--- config.mk ---
export PLATFORM = sky130hd
export DESIGN_NAME = pcn_top
export DESIGN_NICKNAME = d
export VERILOG_FILES = /design/src/rtl/pcn_pkg.sv /design/src/rtl/pcn_top.sv
export SDC_FILE = /design/constraint.sdc
export NUM_CORES = 1
export LEC_CHECK = 0
export ABC_CLOCK_PERIOD_IN_PS = 3300
export BUFFER_PORTS_ARGS = -buffer_cell sky130_fd_sc_hd__buf_2
export CAP_MARGIN = 30
export CORE_UTILIZATION = 60
export CTS_CLUSTER_DIAMETER = 50
export DETAILED_ROUTE_END_ITERATION = 12
export GPL_TIMING_DRIVEN = 0
export HOLD_SLACK_MARGIN = 0.06
export PLACE_DENSITY = 0.83
export SKIP_LAST_GASP = 1
export SLEW_MARGIN = 10
export SYNTH_ARGS = -nofsm -noshare
export SYNTH_HDL_FRONTEND = slang
export SYNTH_SLANG_ARGS = --single-unit
--- constraint.sdc ---
create_clock -name clk -period 3.3 [get_ports clk]
set_clock_uncertainty 0.2 [all_clocks]
set_input_delay 0.66 -clock clk [delete_from_list [all_inputs] [get_ports clk]]
set_output_delay 0.66 -clock clk [all_outputs]
set_load 0.01 [all_outputs]
--- src/rtl/pcn_pkg.sv ---
// Package: constants, register map and state types of the pin change interrupt block
package pcn_pkg;

    // Ports of eight pins each
    localparam int NUM_PORTS = 4;
    localparam int PORT_W = 8;
    localparam int PINS = NUM_PORTS * PORT_W;

    // Register byte offsets
    localparam logic [7:0] OFS_RISE_EN = 8'h00;
    localparam logic [7:0] OFS_FALL_EN = 8'h10;
    localparam logic [7:0] OFS_FLAG = 8'h20;
    localparam logic [7:0] OFS_CORE_CTRL = 8'h30;
    localparam logic [7:0] OFS_EVT_STATUS = 8'h34;
    localparam logic [7:0] OFS_EVT_CLEAR = 8'h38;
    localparam logic [7:0] OFS_EVT_ENABLE = 8'h3c;
    localparam logic [7:0] OFS_BANK_MASK = 8'hf0;

    // Core control fields
    localparam int CTRL_MASTER_EN_BIT = 0;
    localparam int CTRL_SUMMARY_BIT = 1;

    // Reset values
    localparam logic [PINS-1:0] RST_PINS = 32'h0000_0000;
    localparam logic [NUM_PORTS-1:0] RST_EVT = 4'h0;

    // Bus responses
    localparam logic [1:0] RESP_OKAY = 2'h0;
    localparam logic [1:0] RESP_SLVERR = 2'h2;

    typedef struct packed {
        logic [7:0] awaddr;
        logic awvalid;
        logic [31:0] wdata;
        logic [3:0] wstrb;
        logic wvalid;
        logic bready;
        logic [7:0] araddr;
        logic arvalid;
        logic rready;
    } pcn_axi_req_type;

    typedef struct packed {
        logic awready;
        logic wready;
        logic [1:0] bresp;
        logic bvalid;
        logic arready;
        logic [31:0] rdata;
        logic [1:0] rresp;
        logic rvalid;
    } pcn_axi_rsp_type;

    typedef struct packed {
        logic [PINS-1:0] sync1;
        logic [PINS-1:0] sync2;
        logic [PINS-1:0] prev;
        logic [PINS-1:0] rise_en;
        logic [PINS-1:0] fall_en;
        logic [PINS-1:0] flag;
        logic master_en;
        logic [NUM_PORTS-1:0] evt_status;
        logic [NUM_PORTS-1:0] evt_en;
        logic aw_have;
        logic [7:0] aw_addr;
        logic w_have;
        logic [31:0] wdata;
        logic [3:0] wstrb;
        logic bvalid;
        logic [1:0] bresp;
        logic rvalid;
        logic [31:0] rdata;
        logic [1:0] rresp;
    } pcn_state_type;

endpackage

--- src/rtl/pcn_top.sv ---
// Pin change interrupt block with AXI4-Lite register slave
`timescale 1ns/100ps
`default_nettype none

module pcn_top (
    // Clock and reset
    input wire logic clk,
    input wire logic rst,
    // Port pins
    input wire logic [pcn_pkg::PINS-1:0] pins,
    // Register bus
    input wire pcn_pkg::pcn_axi_req_type axi_req,
    output pcn_pkg::pcn_axi_rsp_type axi_rsp,
    // Core requests
    output logic change_irq,
    output logic wake_req,
    output logic summary_flag,
    output logic irq
);

    ////////////////////////////////////////////////////////////////////////////////
    // State

    pcn_pkg::pcn_state_type st_q;
    pcn_pkg::pcn_state_type st_d;
    logic [pcn_pkg::PINS-1:0] edge_hit;
    logic [pcn_pkg::PINS-1:0] rise_seen;
    logic [pcn_pkg::PINS-1:0] fall_seen;
    logic [pcn_pkg::NUM_PORTS-1:0] port_hit;
    logic do_write;
    logic flag_wr;

    // Byte lane of one port within a pin vector
    function automatic logic [pcn_pkg::PINS-1:0] lane_mask(input logic [1:0] port);
        lane_mask = {{(pcn_pkg::PINS-pcn_pkg::PORT_W){1'b0}}, 8'hff} << (port * 8);
    endfunction

    // Register read, also used to flag unmapped addresses
    function automatic logic [32:0] reg_read(input pcn_pkg::pcn_state_type s,
                                             input logic [7:0] addr);
        logic [4:0] sh;
        logic [32:0] r;
        sh = {addr[3:2], 3'h0};
        r = {1'b0, 32'h0000_0000};
        case (addr & pcn_pkg::OFS_BANK_MASK)
            pcn_pkg::OFS_RISE_EN: r = {1'b0, 24'h00_0000, 8'(s.rise_en >> sh)};
            pcn_pkg::OFS_FALL_EN: r = {1'b0, 24'h00_0000, 8'(s.fall_en >> sh)};
            pcn_pkg::OFS_FLAG: r = {1'b0, 24'h00_0000, 8'(s.flag >> sh)};
            default: begin
                case (addr)
                    pcn_pkg::OFS_CORE_CTRL: r = {1'b0, 30'h0000_0000, |s.flag, s.master_en};
                    pcn_pkg::OFS_EVT_STATUS: r = {1'b0, 28'h000_0000, s.evt_status};
                    pcn_pkg::OFS_EVT_CLEAR: r = {1'b0, 32'h0000_0000};
                    pcn_pkg::OFS_EVT_ENABLE: r = {1'b0, 28'h000_0000, s.evt_en};
                    default: r = {1'b1, 32'h0000_0000};
                endcase
            end
        endcase
        if (addr[1:0] != 2'h0) begin
            r = {1'b1, 32'h0000_0000};
        end
        reg_read = r;
    endfunction

    ////////////////////////////////////////////////////////////////////////////////
    // Edge detection

    always_comb begin
        rise_seen = st_q.sync2 & ~st_q.prev;
        fall_seen = ~st_q.sync2 & st_q.prev;
        edge_hit = (rise_seen & st_q.rise_en) | (fall_seen & st_q.fall_en);
        for (int p = 0; p < pcn_pkg::NUM_PORTS; p++) begin
            port_hit[p] = |(edge_hit & lane_mask(2'(p)));
        end
    end

    assign do_write = st_q.aw_have && st_q.w_have && !st_q.bvalid;
    assign flag_wr = do_write && st_q.wstrb[0]
        && ((st_q.aw_addr & pcn_pkg::OFS_BANK_MASK) == pcn_pkg::OFS_FLAG)
        && (st_q.aw_addr[1:0] == 2'h0);

    ////////////////////////////////////////////////////////////////////////////////
    // Next state

    always_comb begin
        logic [pcn_pkg::PINS-1:0] lane;
        logic [pcn_pkg::PINS-1:0] wbyte;
        logic [32:0] rd;
        logic hit;
        st_d = st_q;
        lane = lane_mask(st_q.aw_addr[3:2]);
        wbyte = {{(pcn_pkg::PINS-8){1'b0}}, st_q.wdata[7:0]} << {st_q.aw_addr[3:2], 3'h0};
        rd = reg_read(st_q, axi_req.araddr);
        hit = 1'b1;

        // Two flops before any logic looks at a pin; third holds the last sample
        st_d.sync1 = pins;
        st_d.sync2 = st_q.sync1;
        st_d.prev = st_q.sync2;

        // Hardware set is ORed in last so it wins over a clearing write
        st_d.flag = st_q.flag | edge_hit;
        st_d.evt_status = st_q.evt_status | port_hit;

        // Write address and data may arrive in either order
        if (axi_req.awvalid && !st_q.aw_have && !st_q.bvalid) begin
            st_d.aw_have = 1'b1;
            st_d.aw_addr = axi_req.awaddr;
        end
        if (axi_req.wvalid && !st_q.w_have && !st_q.bvalid) begin
            st_d.w_have = 1'b1;
            st_d.wdata = axi_req.wdata;
            st_d.wstrb = axi_req.wstrb;
        end

        if (do_write) begin
            st_d.aw_have = 1'b0;
            st_d.w_have = 1'b0;
            st_d.bvalid = 1'b1;
            st_d.bresp = pcn_pkg::RESP_OKAY;
            if (st_q.aw_addr[1:0] != 2'h0) begin
                hit = 1'b0;
            end else if (!st_q.wstrb[0]) begin
                // Registers live in byte lane 0; other lanes are ignored
                hit = 1'b1;
            end else begin
                case (st_q.aw_addr & pcn_pkg::OFS_BANK_MASK)
                    pcn_pkg::OFS_RISE_EN: st_d.rise_en = (st_q.rise_en & ~lane) | wbyte;
                    pcn_pkg::OFS_FALL_EN: st_d.fall_en = (st_q.fall_en & ~lane) | wbyte;
                    pcn_pkg::OFS_FLAG: begin
                        st_d.flag = (st_q.flag & ~lane) | wbyte | edge_hit;
                    end
                    default: begin
                        case (st_q.aw_addr)
                            pcn_pkg::OFS_CORE_CTRL: begin
                                st_d.master_en = st_q.wdata[pcn_pkg::CTRL_MASTER_EN_BIT];
                            end
                            pcn_pkg::OFS_EVT_CLEAR: begin
                                st_d.evt_status = (st_q.evt_status & ~st_q.wdata[3:0])
                                    | port_hit;
                            end
                            pcn_pkg::OFS_EVT_ENABLE: st_d.evt_en = st_q.wdata[3:0];
                            pcn_pkg::OFS_EVT_STATUS: hit = 1'b1;
                            default: hit = 1'b0;
                        endcase
                    end
                endcase
            end
            if (!hit) begin
                st_d.bresp = pcn_pkg::RESP_SLVERR;
            end
        end else if (st_q.bvalid && axi_req.bready) begin
            st_d.bvalid = 1'b0;
        end

        if (axi_req.arvalid && !st_q.rvalid) begin
            st_d.rvalid = 1'b1;
            st_d.rdata = rd[31:0];
            st_d.rresp = rd[32] ? pcn_pkg::RESP_SLVERR : pcn_pkg::RESP_OKAY;
        end else if (st_q.rvalid && axi_req.rready) begin
            st_d.rvalid = 1'b0;
        end
    end

    ////////////////////////////////////////////////////////////////////////////////
    // Registers

    always_ff @(posedge clk) begin
        if (rst) begin
            st_q <= '0;
        end else begin
            st_q <= st_d;
        end
    end

    ////////////////////////////////////////////////////////////////////////////////
    // Outputs

    always_comb begin
        axi_rsp.awready = !st_q.aw_have && !st_q.bvalid;
        axi_rsp.wready = !st_q.w_have && !st_q.bvalid;
        axi_rsp.bresp = st_q.bresp;
        axi_rsp.bvalid = st_q.bvalid;
        axi_rsp.arready = !st_q.rvalid;
        axi_rsp.rdata = st_q.rdata;
        axi_rsp.rresp = st_q.rresp;
        axi_rsp.rvalid = st_q.rvalid;
    end

    // Both requests come from the flag register, so the flag is in place first
    assign summary_flag = |st_q.flag;
    assign change_irq = st_q.master_en && summary_flag;
    assign wake_req = st_q.master_en && summary_flag;
    assign irq = |(st_q.evt_status & st_q.evt_en);

    ////////////////////////////////////////////////////////////////////////////////
    // Checks

    property p_rise_sets_flag;
        @(posedge clk) disable iff (rst)
        (|(rise_seen & st_q.rise_en))
        |=> ((st_q.flag & $past(rise_seen & st_q.rise_en)) == $past(rise_seen & st_q.rise_en));
    endproperty
    a_rise_sets_flag: assert property (p_rise_sets_flag)
        else $error("enabled rising edge did not set flag");

    property p_no_unenabled_edge;
        @(posedge clk) disable iff (rst)
        (edge_hit & ~((rise_seen & st_q.rise_en) | (fall_seen & st_q.fall_en))) == '0;
    endproperty
    a_no_unenabled_edge: assert property (p_no_unenabled_edge)
        else $error("edge detected without its enable");

    property p_both_dirs;
        @(posedge clk) disable iff (rst)
        (|((st_q.sync2 ^ st_q.prev) & st_q.rise_en & st_q.fall_en))
        |=> ((st_q.flag & $past((st_q.sync2 ^ st_q.prev) & st_q.rise_en & st_q.fall_en))
            == $past((st_q.sync2 ^ st_q.prev) & st_q.rise_en & st_q.fall_en));
    endproperty
    a_both_dirs: assert property (p_both_dirs)
        else $error("change with both enables not flagged");

    property p_flag_sticky;
        @(posedge clk) disable iff (rst)
        !flag_wr |=> ((st_q.flag & $past(st_q.flag)) == $past(st_q.flag));
    endproperty
    a_flag_sticky: assert property (p_flag_sticky)
        else $error("flag dropped without a clearing write");

    property p_irq_gated;
        @(posedge clk) disable iff (rst)
        change_irq |-> (st_q.master_en && (st_q.flag != '0));
    endproperty
    a_irq_gated: assert property (p_irq_gated)
        else $error("change request without flag and master enable");

    property p_summary;
        @(posedge clk) disable iff (rst)
        $changed(st_q.flag) |-> (summary_flag == (st_q.flag != '0));
    endproperty
    a_summary: assert property (p_summary)
        else $error("summary flag differs from flag OR");

    property p_set_wins;
        @(posedge clk) disable iff (rst)
        (flag_wr && (edge_hit != '0))
        |=> ((st_q.flag & $past(edge_hit)) == $past(edge_hit));
    endproperty
    a_set_wins: assert property (p_set_wins)
        else $error("edge lost during clearing write");

    property p_wake;
        @(posedge clk) disable iff (rst)
        (st_q.master_en && (edge_hit != '0) && !do_write) |=> wake_req;
    endproperty
    a_wake: assert property (p_wake)
        else $error("enabled edge did not raise wake");

    property p_pin_to_flag;
        @(posedge clk) disable iff (rst)
        ($rose(pins[0]) && st_q.rise_en[0] && !do_write) ##1 (st_q.rise_en[0] && !do_write)
        ##1 (st_q.rise_en[0] && !do_write && pins[0]) |=> st_q.flag[0];
    endproperty
    a_pin_to_flag: assert property (p_pin_to_flag)
        else $error("pin edge not flagged three cycles later");

    property p_reset_clears;
        @(posedge clk)
        rst |=> ((st_q.rise_en == '0) && (st_q.fall_en == '0) && (st_q.flag == '0)
            && !st_q.master_en && !change_irq);
    endproperty
    a_reset_clears: assert property (p_reset_clears)
        else $error("reset left an enable or flag set");

    property p_master_off;
        @(posedge clk) disable iff (rst)
        (!st_q.master_en && !do_write) |=> !change_irq;
    endproperty
    a_master_off: assert property (p_master_off)
        else $error("change request raised with master enable clear");

    // Port event must survive a clear that lands on the same edge
    property p_evt_sets;
        @(posedge clk) disable iff (rst)
        (port_hit != '0) |=> ((st_q.evt_status & $past(port_hit)) == $past(port_hit));
    endproperty
    a_evt_sets: assert property (p_evt_sets)
        else $error("port edge did not set event status");

endmodule

`default_nettype wire

# Yosys cells after proc, flatten, opt, wreduce, memory -nomap -nowiden

Cells that the tools add are included.
W data, S select, Z words.

Register bits: 258
Latch bits: 0
Memory bits (writable): 0
Bits in read-only memories: 0
Input port bits: 91
Logic and storage cells: 117
Memories kept: 0

Add/subtract/negate cells: 0
Multiply operators: 0
Div/mod/pow operators: 0
$lt $le $gt $ge: 0
Equality and inequality tests: 12
Shift operators: 5
Mux-type cells: 23
Bitwise logic cells: 23
Reduce and logical (&&, ||, !) cells: 35

Operators by type and width:

| kind                   | count |
|---|---|
| $and A32 B32 Y32       | 7 |
| $or A32 B32 Y32        | 6 |
| $pmux W33 S4           | 1 |
| $pmux W33 S3           | 1 |
| $not A32 Y32           | 3 |
| $shr A32 B5 Y8         | 3 |
| $mux W41               | 2 |
| $eq A8 B6 Y1 const B   | 8 |
| $mux W42               | 1 |
| $mux W33               | 1 |
| $mux W32               | 1 |
| $reduce_or A32 Y1      | 1 |
| $reduce_or A8 Y1       | 4 |
| $shl A8 B5 Y32         | 1 |
| $shl A8 B5 Y32 const A | 1 |
| $mux W9                | 2 |
| $logic_not A8 Y1       | 2 |
| $logic_and A1 B1 Y1    | 12 |
| $mux W1                | 10 |
| $reduce_and A5 Y1      | 2 |
| $and A4 B4 Y4          | 2 |
| $eq A4 B1 Y1 const B   | 2 |
| $eq A4 B2 Y1 const B   | 2 |
| $mux W4                | 2 |
| 10 further kinds       | 21 |

# Logic depth before layout (Yosys ltp)

Gate-level depths: netlist (run 1).

Depth in word-level cells: 11
Gate-level depth with buffers: 8

# Least setup slack after synthesis (run 1)

OpenSTA, ideal clock, no wires.

Kind: input to register
From: input port axi_req[9] (netlist name)
To: register st_q, in the netlist axi_rsp[3]
Library setup time: 0.087 ns
Data arrival time: 2.004 ns
Required time: 3.013 ns
Path slack: 1.009 ns
Stages: 7
Buffers on the path: 2
Cell sequence: buf_2 nor4b_4 buf_2 a221oi_1 nor3_1 a21oi_1 o31ai_1

Word-level cells in the longest chain between the ends: 4
Elaborated cells between the ends (all ways): 10

RTL lines:

| element                | RTL line       | text |
|---|---|---|
| start: declaration     | pcn_top.sv:12  | `input wire pcn_pkg::pcn_axi_req_type axi_req,` |
| $eq A8 B6 Y1           | pcn_top.sv:50  | `case (addr)` |
| $pmux W33 S4           | pcn_top.sv:50  |  |
| $pmux W33 S3 (*)       | pcn_top.sv:45  | `case (addr & pcn_pkg::OFS_BANK_MASK)` |
| $mux W33 (*)           | pcn_top.sv:59  | `if (addr[1:0] != 2'h0) begin` |
| end signal: assignment | pcn_top.sv:172 | `st_q <= st_d;` |
| end: declaration       | pcn_top.sv:24  | `pcn_pkg::pcn_state_type st_q;` |

Mark *: on every way between the ends. The rest lies on a longest branch, timed or not.
A chain may end at the register's enable or synchronous reset.

# Worst setup path in the final report (run 1)

From: register st_q[112] (netlist name)
To: output port wake_req

Word-level cells in the longest chain between the ends: 2

RTL lines:

| element             | RTL line       | text |
|---|---|---|
| $reduce_or A32 Y1   | pcn_top.sv:191 | `assign summary_flag = \|st_q.flag;` |
| $logic_and A1 B1 Y1 | pcn_top.sv:193 | `assign wake_req = st_q.master_en && summary_flag;` |
| end: declaration    | pcn_top.sv:16  | `output logic wake_req,` |

No other way between the ends.

==> flow_metrics.env, run 1 <==
export IMPL_overflow=0
export IMPL_grt_max_degree=16
export IMPL_vdd_drop_max_mv=0.485
export IMPL_syn_avg_cell_area_um2=9.65
export IMPL_critical_path_top_delay_family="simple AND/OR/NAND/NOR gates"
export IMPL_area_growth_pct=16.5
export IMPL_power_leakage_nw=4.45
export IMPL_cp_slowest_cell="nor4_1"
export IMPL_initial_core_util=0.611
export IMPL_avgViaCountPerCell=5.83
export IMPL_slowest_delay_ps=530
export IMPL_total_power_mw=6.14
export IMPL_setup_worst_path_class="reg -> out"
export IMPL_post_dp_hpwl_um=20600
export IMPL_ioPinCount=136
export IMPL_grt_pass1_vias=7456
export IMPL_die_height_um=129
export IMPL_rows=46
export IMPL_power_switching_share=0.239
export IMPL_drc=0
export IMPL_worst_hold_slack_ps=119
export IMPL_finalHoldViolCount=0
export IMPL_syn_inst=1001
export IMPL_cts_num_sinks=232
export IMPL_yosysWarnings=0
export IMPL_synth_top_cell_by_area="dfxtp_1"
export IMPL_setup_ws_ps=179
export IMPL_drt_iter0_drc=635
export IMPL_grt_usage=0.351
export IMPL_regToRegSetupSlack_ps=860
export IMPL_cts_made_buffers=25
export IMPL_routedWlPerCell_um=20.8
export IMPL_path_clk_slew_ps=60
export IMPL_diodes=0
export IMPL_ys_ff_latch=232
export IMPL_crit_chain="nor4_1 -> nand4_1 -> nor2_1 -> nor2b_1 -> buf_4 -> buf_2"
export IMPL_p_per_area_nw_per_um2=545
export IMPL_path_buf_inv=2
export IMPL_mostFrequentLayoutCell="dfxtp_1"
export IMPL_gr_usage_met2=0.574
export IMPL_clkPwrFrac=0.458
export IMPL_ys_async_sr_fraction=0
export IMPL_coreArea_um2=15800
export IMPL_busiest_layer="met2"
export IMPL_mostFrequentLayoutCells="dfxtp_1, mux2i_1, nor2b_1, nor2_1, buf_2"
export IMPL_endpoint_kind="primary output"
export IMPL_synth_edf_count=0
export IMPL_drtPass1Iterations=5
export IMPL_setup_viol=0
export IMPL_grt_util_met1=0.446
export IMPL_cts_tree="done"
export IMPL_clk_latency_ps=530
export IMPL_pre_cts_slack_ps=351
export IMPL_max_slew_margin=0.392
export IMPL_drt_total_wl_um=28400
export IMPL_placed_area_um2=10400
export IMPL_dieArea_um2=16600
export IMPL_synth_area_leaders="dfxtp_1, mux2i_1, nor2b_1"
export IMPL_drv_slew=0
export IMPL_clockBufferDepth=3
export IMPL_fin_area_um2=11300
export IMPL_rsz0062_at_grt="no"
export IMPL_p_seq_frac=0.476
export IMPL_fin_nets=1223
export IMPL_via_count=7961
export IMPL_critical_path_peak_fanout=3
export IMPL_grt_first_pass_wirelength_um=43100
export IMPL_critPathLaunchType="flop"
export IMPL_die_w_um=129
export IMPL_ant_nets=0
export IMPL_ys_seq_area_frac=0.481
export IMPL_maxCapViolations=0
export IMPL_drive_above_1_share=0.174
export IMPL_fmax_mhz=320
export IMPL_synth_cell_type_count=54
export IMPL_status="completed"
export IMPL_antenna_found_initial=0
export IMPL_finalCritPeriodShare=0.946
export IMPL_p_comb_frac=0.066
export IMPL_port_buffers=79
export IMPL_gp_routability_congestion=1.02
export IMPL_cts_resized_gates=0
export IMPL_required_ps=2440
export IMPL_power_switching_mw=1.47
export IMPL_cp_arrival_ps=2260
export IMPL_hold_class="in -> reg"
export IMPL_hold_buffers=0
export IMPL_period_minus_slack_ps=3120
export IMPL_worst_slew_pin_slew_ps=912
export IMPL_cts_root_buf="clkbuf_16"
export IMPL_post_cts_repair_setup_buffers=0
export IMPL_synth_ff_type="dfxtp_1"
export IMPL_synth_top_cell_area_share=0.481
export IMPL_syn_cell_area_um2=9660
export IMPL_grt_use_met3=0.0528
export IMPL_htreeDepth=1
export IMPL_final_setup_tns_ps=0
export IMPL_intPower_mw=4.67
-- area by class of cell --
type                    instances  area [µm²]
inverters                      12        45.0
plain buffers                  95         522
fillers                      1223        4560
flip-flops and latches        232        4640
clock buffers                  32         692
clock inverters                13         148
multi-input cells             687        4550
repair buffers                 79         395
well taps                     216         270
-- sequential cells by signal (all words and copies together), names as in the netlist --
| signal | count |
|---|---|
| st_q | 156 |
| st_d | 64 |
| axi_rsp | 12 |
-- stage by stage --
stage / util / cells
after floorplan: - / 1026
after global placement: 0.659 / 1321
after detailed placement: 0.659 / 1321
after CTS: 0.712 / 1366
after global routing: 0.712 / 1366
final: 0.712 / 1366
-- cell usage after synthesis, types with 6 or more instances --
| library cell | number |
|---|---|
| a21oi_1 | 69 |
| a221oi_1 | 22 |
| a22oi_1 | 6 |
| buf_2 | 12 |
| buf_4 | 40 |
| clkbuf_1 | 41 |
| dfxtp_1 | 232 |
| inv_1 | 12 |
| mux2i_1 | 102 |
| mux4_2 | 7 |
| nand2_1 | 88 |
| nand3b_1 | 33 |
| nand4_1 | 10 |
| nor2_1 | 92 |
| nor2b_1 | 101 |
| nor3_4 | 6 |
| nor4_1 | 11 |
| o21a_1 | 32 |
| o21ai_0 | 18 |
-- routing by layer --
metal | part of all wire | wire, µm | vias to the layer above
met3 | 0.072 | 2050 | 108
met5 | 0 | 0 | -
met2 | 0.45 | 12900 | 383
met4 | 0.060 | 1700 | 0
li1 | - | - | 3685
met1 | 0.41 | 11700 | 3785
-- power groups by stage --
stage	sequential (mW)	combinational [mW]	clock, mW
detailed placement	2.98	0.396	0
finish	2.92	0.404	2.81
global route	2.93	0.437	2.94
global placement	2.98	0.388	0
floorplan	2.96	0.260	0
CTS	2.92	0.398	2.82
-- cells by family (layout without fill, tap and decap cells) --
family | after synthesis | after routing | share of synthesized area
and+or+nand+nor | 375 | 375 | 0.220
buffers and inverters | 107 | 231 | 0.0586
other | 1 | 26 | 0.000388
AOI/OAI and AO/OA | 176 | 176 | 0.117
muxes | 110 | 110 | 0.123
DFF | 232 | 232 | 0.481
-- final timing paths --
kind	from	to	cells after the start
min	axi_req[0]	axi_rsp[0]$_SDFFE_PP0P_	2
min reg2reg	st_d[235]$_SDFF_PP0_	st_d[203]$_SDFF_PP0_	1
max reg2reg	axi_rsp[36]$_SDFFE_PP0P_	st_q[155]$_SDFFE_PP0P_	7
max	st_q[112]$_SDFF_PP0_	wake_req	6
Note: power is estimated with default switching activity, not from simulation.
==> inputs of run 2 (changes only) <==
--- a/config.mk
+++ b/config.mk
@@ -7,13 +7,12 @@
 export LEC_CHECK = 0
 export ABC_CLOCK_PERIOD_IN_PS = 3300
 export BUFFER_PORTS_ARGS = -buffer_cell sky130_fd_sc_hd__buf_2
-export CAP_MARGIN = 30
-export CORE_UTILIZATION = 60
+export CORE_UTILIZATION = 35
+export CTS_BUF_LIST = sky130_fd_sc_hd__clkbuf_4 sky130_fd_sc_hd__clkbuf_8 sky130_fd_sc_hd__clkbuf_16
 export CTS_CLUSTER_DIAMETER = 50
 export DETAILED_ROUTE_END_ITERATION = 12
 export GPL_TIMING_DRIVEN = 0
 export HOLD_SLACK_MARGIN = 0.06
-export PLACE_DENSITY = 0.83
 export SKIP_LAST_GASP = 1
 export SLEW_MARGIN = 10
 export SYNTH_ARGS = -nofsm -noshare
==> run 2 against run 1 <==
Net effect: sequential share of layout area fell by 0.57 points; final cell count rose by 9.2%; global-route usage fell by 14 points; via count fell by 5.9%; worst hold slack got worse by 12 ps; highest routed layer unchanged; critical endpoint unchanged; critical path depth did not move.
==> flow_metrics.env, run 2 (synthesis results as in run 1) <==
export IMPL_p_per_area_nw_per_um2=534
export IMPL_area_growth_pct=18.2
export IMPL_grt_max_degree=14
export IMPL_finalCritPeriodShare=0.951
export IMPL_cts_root_buf="clkbuf_16"
export IMPL_drtPass1Iterations=5
export IMPL_drt_total_wl_um=29500
export IMPL_cts_tree="done"
export IMPL_coreArea_um2=27000
export IMPL_avgViaCountPerCell=5.02
export IMPL_fin_nets=1225
export IMPL_setup_worst_path_class="reg -> out"
export IMPL_rsz0062_at_grt="no"
export IMPL_power_leakage_nw=4.48
export IMPL_hold_class="in -> reg"
export IMPL_final_util=0.423
export IMPL_post_dp_hpwl_um=22200
export IMPL_initial_core_util=0.358
export IMPL_mostFrequentLayoutCell="dfxtp_1"
export IMPL_port_buffers=79
export IMPL_ant_nets=0
export IMPL_dieArea_um2=28300
export IMPL_cp_arrival_ps=2280
export IMPL_die_w_um=168
export IMPL_finalHoldViolCount=0
export IMPL_reg2regPathDepth=5
export IMPL_max_slew_margin=0.370
export IMPL_crit_chain="nor4_2 -> nand4_1 -> nor2_1 -> nor2b_1 -> buf_4 -> buf_2"
export IMPL_final_setup_tns_ps=0
export IMPL_overflow=0
export IMPL_hold_buffers=0
export IMPL_multi_input_area_um2=4550
export IMPL_rows=60
export IMPL_antenna_found_initial=0
export IMPL_vdd_drop_max_mv=0.319
export IMPL_ioPinCount=136
export IMPL_critical_path_peak_fanout=3
export IMPL_required_ps=2440
export IMPL_routedWlPerCell_um=19.8
export IMPL_slowest_delay_ps=470
export IMPL_total_power_mw=6.10
export IMPL_gp_routability_congestion=0.997
export IMPL_clockBufferDepth=3
export IMPL_endpoint_kind="primary output"
export IMPL_maxCapViolations=0
export IMPL_worst_slew_pin_slew_ps=945
export IMPL_drt_iter0_drc=428
export IMPL_status="completed"
export IMPL_post_cts_repair_setup_buffers=0
export IMPL_worst_hold_slack_ps=107
export IMPL_grt_pass1_vias=7144
export IMPL_cts_num_sinks=232
export IMPL_hold_depth=2
export IMPL_cp_slowest_cell="nor4_2"
export IMPL_largest_reg_flops=156
export IMPL_cp_depth=6
export IMPL_die_height_um=168
export IMPL_fillCellCount=2719
export IMPL_path_buf_inv=2
export IMPL_drive_above_1_share=0.177
export IMPL_setup_viol=0
export IMPL_fmax_mhz=319
export IMPL_mostFrequentLayoutCells="dfxtp_1, mux2i_1, nor2b_1, nor2_1, buf_2"
export IMPL_drc=0
export IMPL_clk_latency_ps=540
export IMPL_largest_register="st_q"
export IMPL_grt_first_pass_wirelength_um=43800
export IMPL_drv_slew=0
export IMPL_via_count=7494
export IMPL_period_minus_slack_ps=3140
export IMPL_grt_usage=0.209
export IMPL_seq_area_um2=4640
export IMPL_critPathLaunchType="flop"
export IMPL_cts_made_buffers=27
export IMPL_htreeDepth=1
export IMPL_critical_path_top_delay_family="simple AND/OR/NAND/NOR gates"
export IMPL_path_clk_slew_ps=60
run 2: cell count changes in the layout (fill, tap and decap cells not counted), sizes merged:
cell	before	now
clkinvlp	4	0
inv	15	14
bufinv	2	0
clkinv	4	6
diode	0	1
clkbuf	73	78
run 2: layout make-up:
type | instances | area share
multi-input combinational | 687 | 0.399
timing repair buffer | 79 | 0.0346
sequential | 232 | 0.407
clock inverter | 8 | 0.00449
buffer | 95 | 0.0457
antenna | 1 | 0.000219
inverter | 12 | 0.00394
tap | 341 | 0.0374
clock buffer | 37 | 0.0685
run 2: layer usage:
layer  global-route usage  vias up  routed length, µm
met4               0.0838        0               1060
met5                    0        -                  0
met1                0.278     3504              13500
li1                     -     3700                  -
met3               0.0308       57               1650
met2                0.342      233              13300
run 2: what timing repair did:
item | in CTS | in global routing
endpoints found under the hold margin | 0 | 0
endpoints found under the setup margin | 0 | 1
resized for setup | 0 | 1
run 2: report_power, final:
group          internal (mW)  total, mW  switching [mW]
Sequential              2.87       2.92          0.0526
Combinational          0.148      0.405           0.256
Clock                   1.64       2.78            1.13
run 2: per-stage QoR:
stage | setup slack [ps] | std cells | instance area, µm²
after floorplan | 1010 | 1026 | 9760
after global placement | 243 | 1446 | 10600
after detailed placement | 250 | 1446 | 10600
after CTS | 74.1 | 1491 | 11400
after global routing | 121 | 1491 | 11400
final | 163 | 1492 | 11400
run 2: worst register-to-register path, cell delays in order, from the launching register on:
cell	delay, ps
dfxtp_1	340
clkbuf_1	450
nand2_1	300
nor3_4	680
mux2i_1	260
nor2_1	70
run 2: final timing paths:
check / start / to / slack, ps
worst min register to register: st_d[251]$_SDFF_PP0_ / st_d[219]$_SDFF_PP0_ / 230
worst max register to register: st_q[77]$_SDFFE_PP0P_ / st_q[183]$_SDFFE_PP0P_ / 870
worst min-delay path: axi_req[0] / axi_rsp[0]$_SDFFE_PP0P_ / 110
worst max-delay path: st_q[112]$_SDFF_PP0_ / wake_req / 160
==> inputs of run 3 (changes only) <==
--- a/config.mk
+++ b/config.mk
@@ -7,12 +7,13 @@
 export LEC_CHECK = 0
 export ABC_CLOCK_PERIOD_IN_PS = 3300
 export BUFFER_PORTS_ARGS = -buffer_cell sky130_fd_sc_hd__buf_2
-export CORE_UTILIZATION = 35
+export CORE_UTILIZATION = 62
 export CTS_BUF_LIST = sky130_fd_sc_hd__clkbuf_4 sky130_fd_sc_hd__clkbuf_8 sky130_fd_sc_hd__clkbuf_16
 export CTS_CLUSTER_DIAMETER = 50
 export DETAILED_ROUTE_END_ITERATION = 12
 export GPL_TIMING_DRIVEN = 0
 export HOLD_SLACK_MARGIN = 0.06
+export PLACE_DENSITY = 0.85
 export SKIP_LAST_GASP = 1
 export SLEW_MARGIN = 10
 export SYNTH_ARGS = -nofsm -noshare
==> run 3 against run 2 <==
Net effect: count of clock-buffer cells in the layout fell by 6; register-to-register slack improved by 80 ps; via count rose by 6.6%; total power rose by 2.6%; global-route usage rose by 14 points; critical path type unchanged; highest routed layer unchanged.
==> flow_metrics.env, run 3 (synthesis results as in run 1) <==
export IMPL_status="completed"
export IMPL_initial_core_util=0.636
export IMPL_regToRegSetupSlack_ps=950
export IMPL_largest_register="st_q"
export IMPL_ant_nets=0
export IMPL_grt_usage=0.349
export IMPL_post_cts_repair_setup_buffers=0
export IMPL_cts_made_buffers=25
export IMPL_worst_hold_slack_ps=133
export IMPL_cp_arrival_ps=2350
export IMPL_p_per_area_nw_per_um2=556
export IMPL_path_clk_slew_ps=60
export IMPL_cts_resized_gates=0
export IMPL_maxCapViolations=0
export IMPL_hold_buffers=0
export IMPL_placed_area_um2=10400
export IMPL_rows=45
export IMPL_seq_area_um2=4640
export IMPL_cp_slowest_cell="nor4_1"
export IMPL_coreArea_um2=15200
export IMPL_worst_slew_pin_slew_ps=915
export IMPL_multi_input_area_um2=4550
export IMPL_clk_latency_ps=530
export IMPL_endpoint_kind="primary output"
export IMPL_critical_path_peak_fanout=3
export IMPL_setup_viol=0
export IMPL_diodes=0
export IMPL_fillCellCount=1116
export IMPL_drt_iter0_drc=790
export IMPL_period_minus_slack_ps=3210
export IMPL_drt_total_wl_um=27800
export IMPL_grt_pass1_vias=7307
export IMPL_via_count=7991
export IMPL_cts_tree="done"
export IMPL_drtPass1Iterations=6
export IMPL_port_buffers=79
export IMPL_final_setup_tns_ps=0
export IMPL_dieArea_um2=16100
export IMPL_reg2regPathDepth=5
export IMPL_mostFrequentLayoutCells="dfxtp_1, mux2i_1, nor2b_1, nor2_1, buf_2"
export IMPL_drv_slew=0
export IMPL_dp_cells=1293
export IMPL_critPathLaunchType="flop"
export IMPL_overflow=0
export IMPL_clockBufferDepth=3
export IMPL_vdd_drop_max_mv=0.544
export IMPL_fin_nets=1223
export IMPL_routedWlPerCell_um=20.8
export IMPL_area_growth_pct=16.5
export IMPL_crit_chain="nor4_1 -> nand4_1 -> nor2_1 -> nor2b_1 -> buf_4 -> buf_2"
export IMPL_max_slew_margin=0.390
export IMPL_cts_num_sinks=232
export IMPL_die_w_um=127
export IMPL_post_dp_hpwl_um=20600
export IMPL_fin_area_um2=11300
export IMPL_grt_max_degree=15
export IMPL_setup_worst_path_class="reg -> out"
export IMPL_avgViaCountPerCell=5.98
export IMPL_drive_above_1_share=0.176
export IMPL_slowest_delay_ps=580
export IMPL_finalHoldViolCount=0
export IMPL_final_cells=1337
export IMPL_gp_routability_congestion=1.02
export IMPL_cts_root_buf="clkbuf_16"
export IMPL_rsz0062_at_grt="no"
export IMPL_drc=0
export IMPL_mostFrequentLayoutCell="dfxtp_1"
export IMPL_die_height_um=127
export IMPL_required_ps=2440
export IMPL_hold_depth=2
export IMPL_htreeDepth=1
export IMPL_hold_class="in -> reg"
export IMPL_largest_reg_flops=156
export IMPL_antenna_found_initial=1
export IMPL_ioPinCount=136
export IMPL_grt_first_pass_wirelength_um=41900
export IMPL_finalCritPeriodShare=0.973
export IMPL_power_leakage_nw=4.49
export IMPL_fmax_mhz=311
export IMPL_final_util=0.741
## run 3: cell types whose count changed in the layout (fill, tap and decap cells not counted)
cell       before  now
nor4_1         10   11
clkbuf_8        5    3
bufinv_16       0    4
clkinv_4        1    0
inv_6           2    3
diode_2         1    0
clkbuf_16      27   25
inv_8           0    1
clkbuf_4        5    3
nor4_2          1    0
## run 3: layer usage
| metal | vias up | part of all wire | track usage |
|---|---|---|---|
| li1 | 3694 | - | - |
| met1 | 3780 | 0.41 | 0.448 |
| met2 | 418 | 0.45 | 0.573 |
| met3 | 99 | 0.084 | 0.0637 |
| met4 | 0 | 0.053 | 0.161 |
| met5 | - | 0 | 0 |
## run 3: stage by stage
| step | total power, mW | setup slack [ps] |
|---|---|---|
| after floorplan | 3.22 | 1010 |
| after global placement | 3.36 | 303 |
| after detailed placement | 3.37 | 315 |
| after CTS | 6.27 | 193 |
| after global routing | 6.44 | 110 |
| final | 6.26 | 89.6 |
## run 3: layout make-up
class,count,share of cell area
flip-flops and latches,232,0.412
multi-input cells,687,0.404
clock buffers,31,0.0612
plain buffers,95,0.0463
repair buffers,79,0.0351
well taps,188,0.0209
clock inverters,13,0.0162
inverters,12,0.00400
## run 3: path summary, 6_finish.rpt
check                        start                       to
min reg2reg   st_d[252]$_SDFF_PP0_     st_d[220]$_SDFF_PP0_
min                     axi_req[0]  axi_rsp[0]$_SDFFE_PP0P_
max           st_q[112]$_SDFF_PP0_                 wake_req
max reg2reg  st_q[77]$_SDFFE_PP0P_   st_q[182]$_SDFFE_PP0P_
## run 3: worst max-delay path: cells and delay by family (launching register included)
family | cells | cell delay (ps)
and+or+nand+nor | 4 | 1200
DFF | 1 | 360
buffers and inverters | 2 | 270
## run 3: where the power goes
group          leakage (nW)  switching (mW)  internal, mW
clock network         0.439            1.13          1.80
registers              1.89          0.0522          2.87
logic                  2.16           0.254         0.148
total                  4.49            1.44          4.82
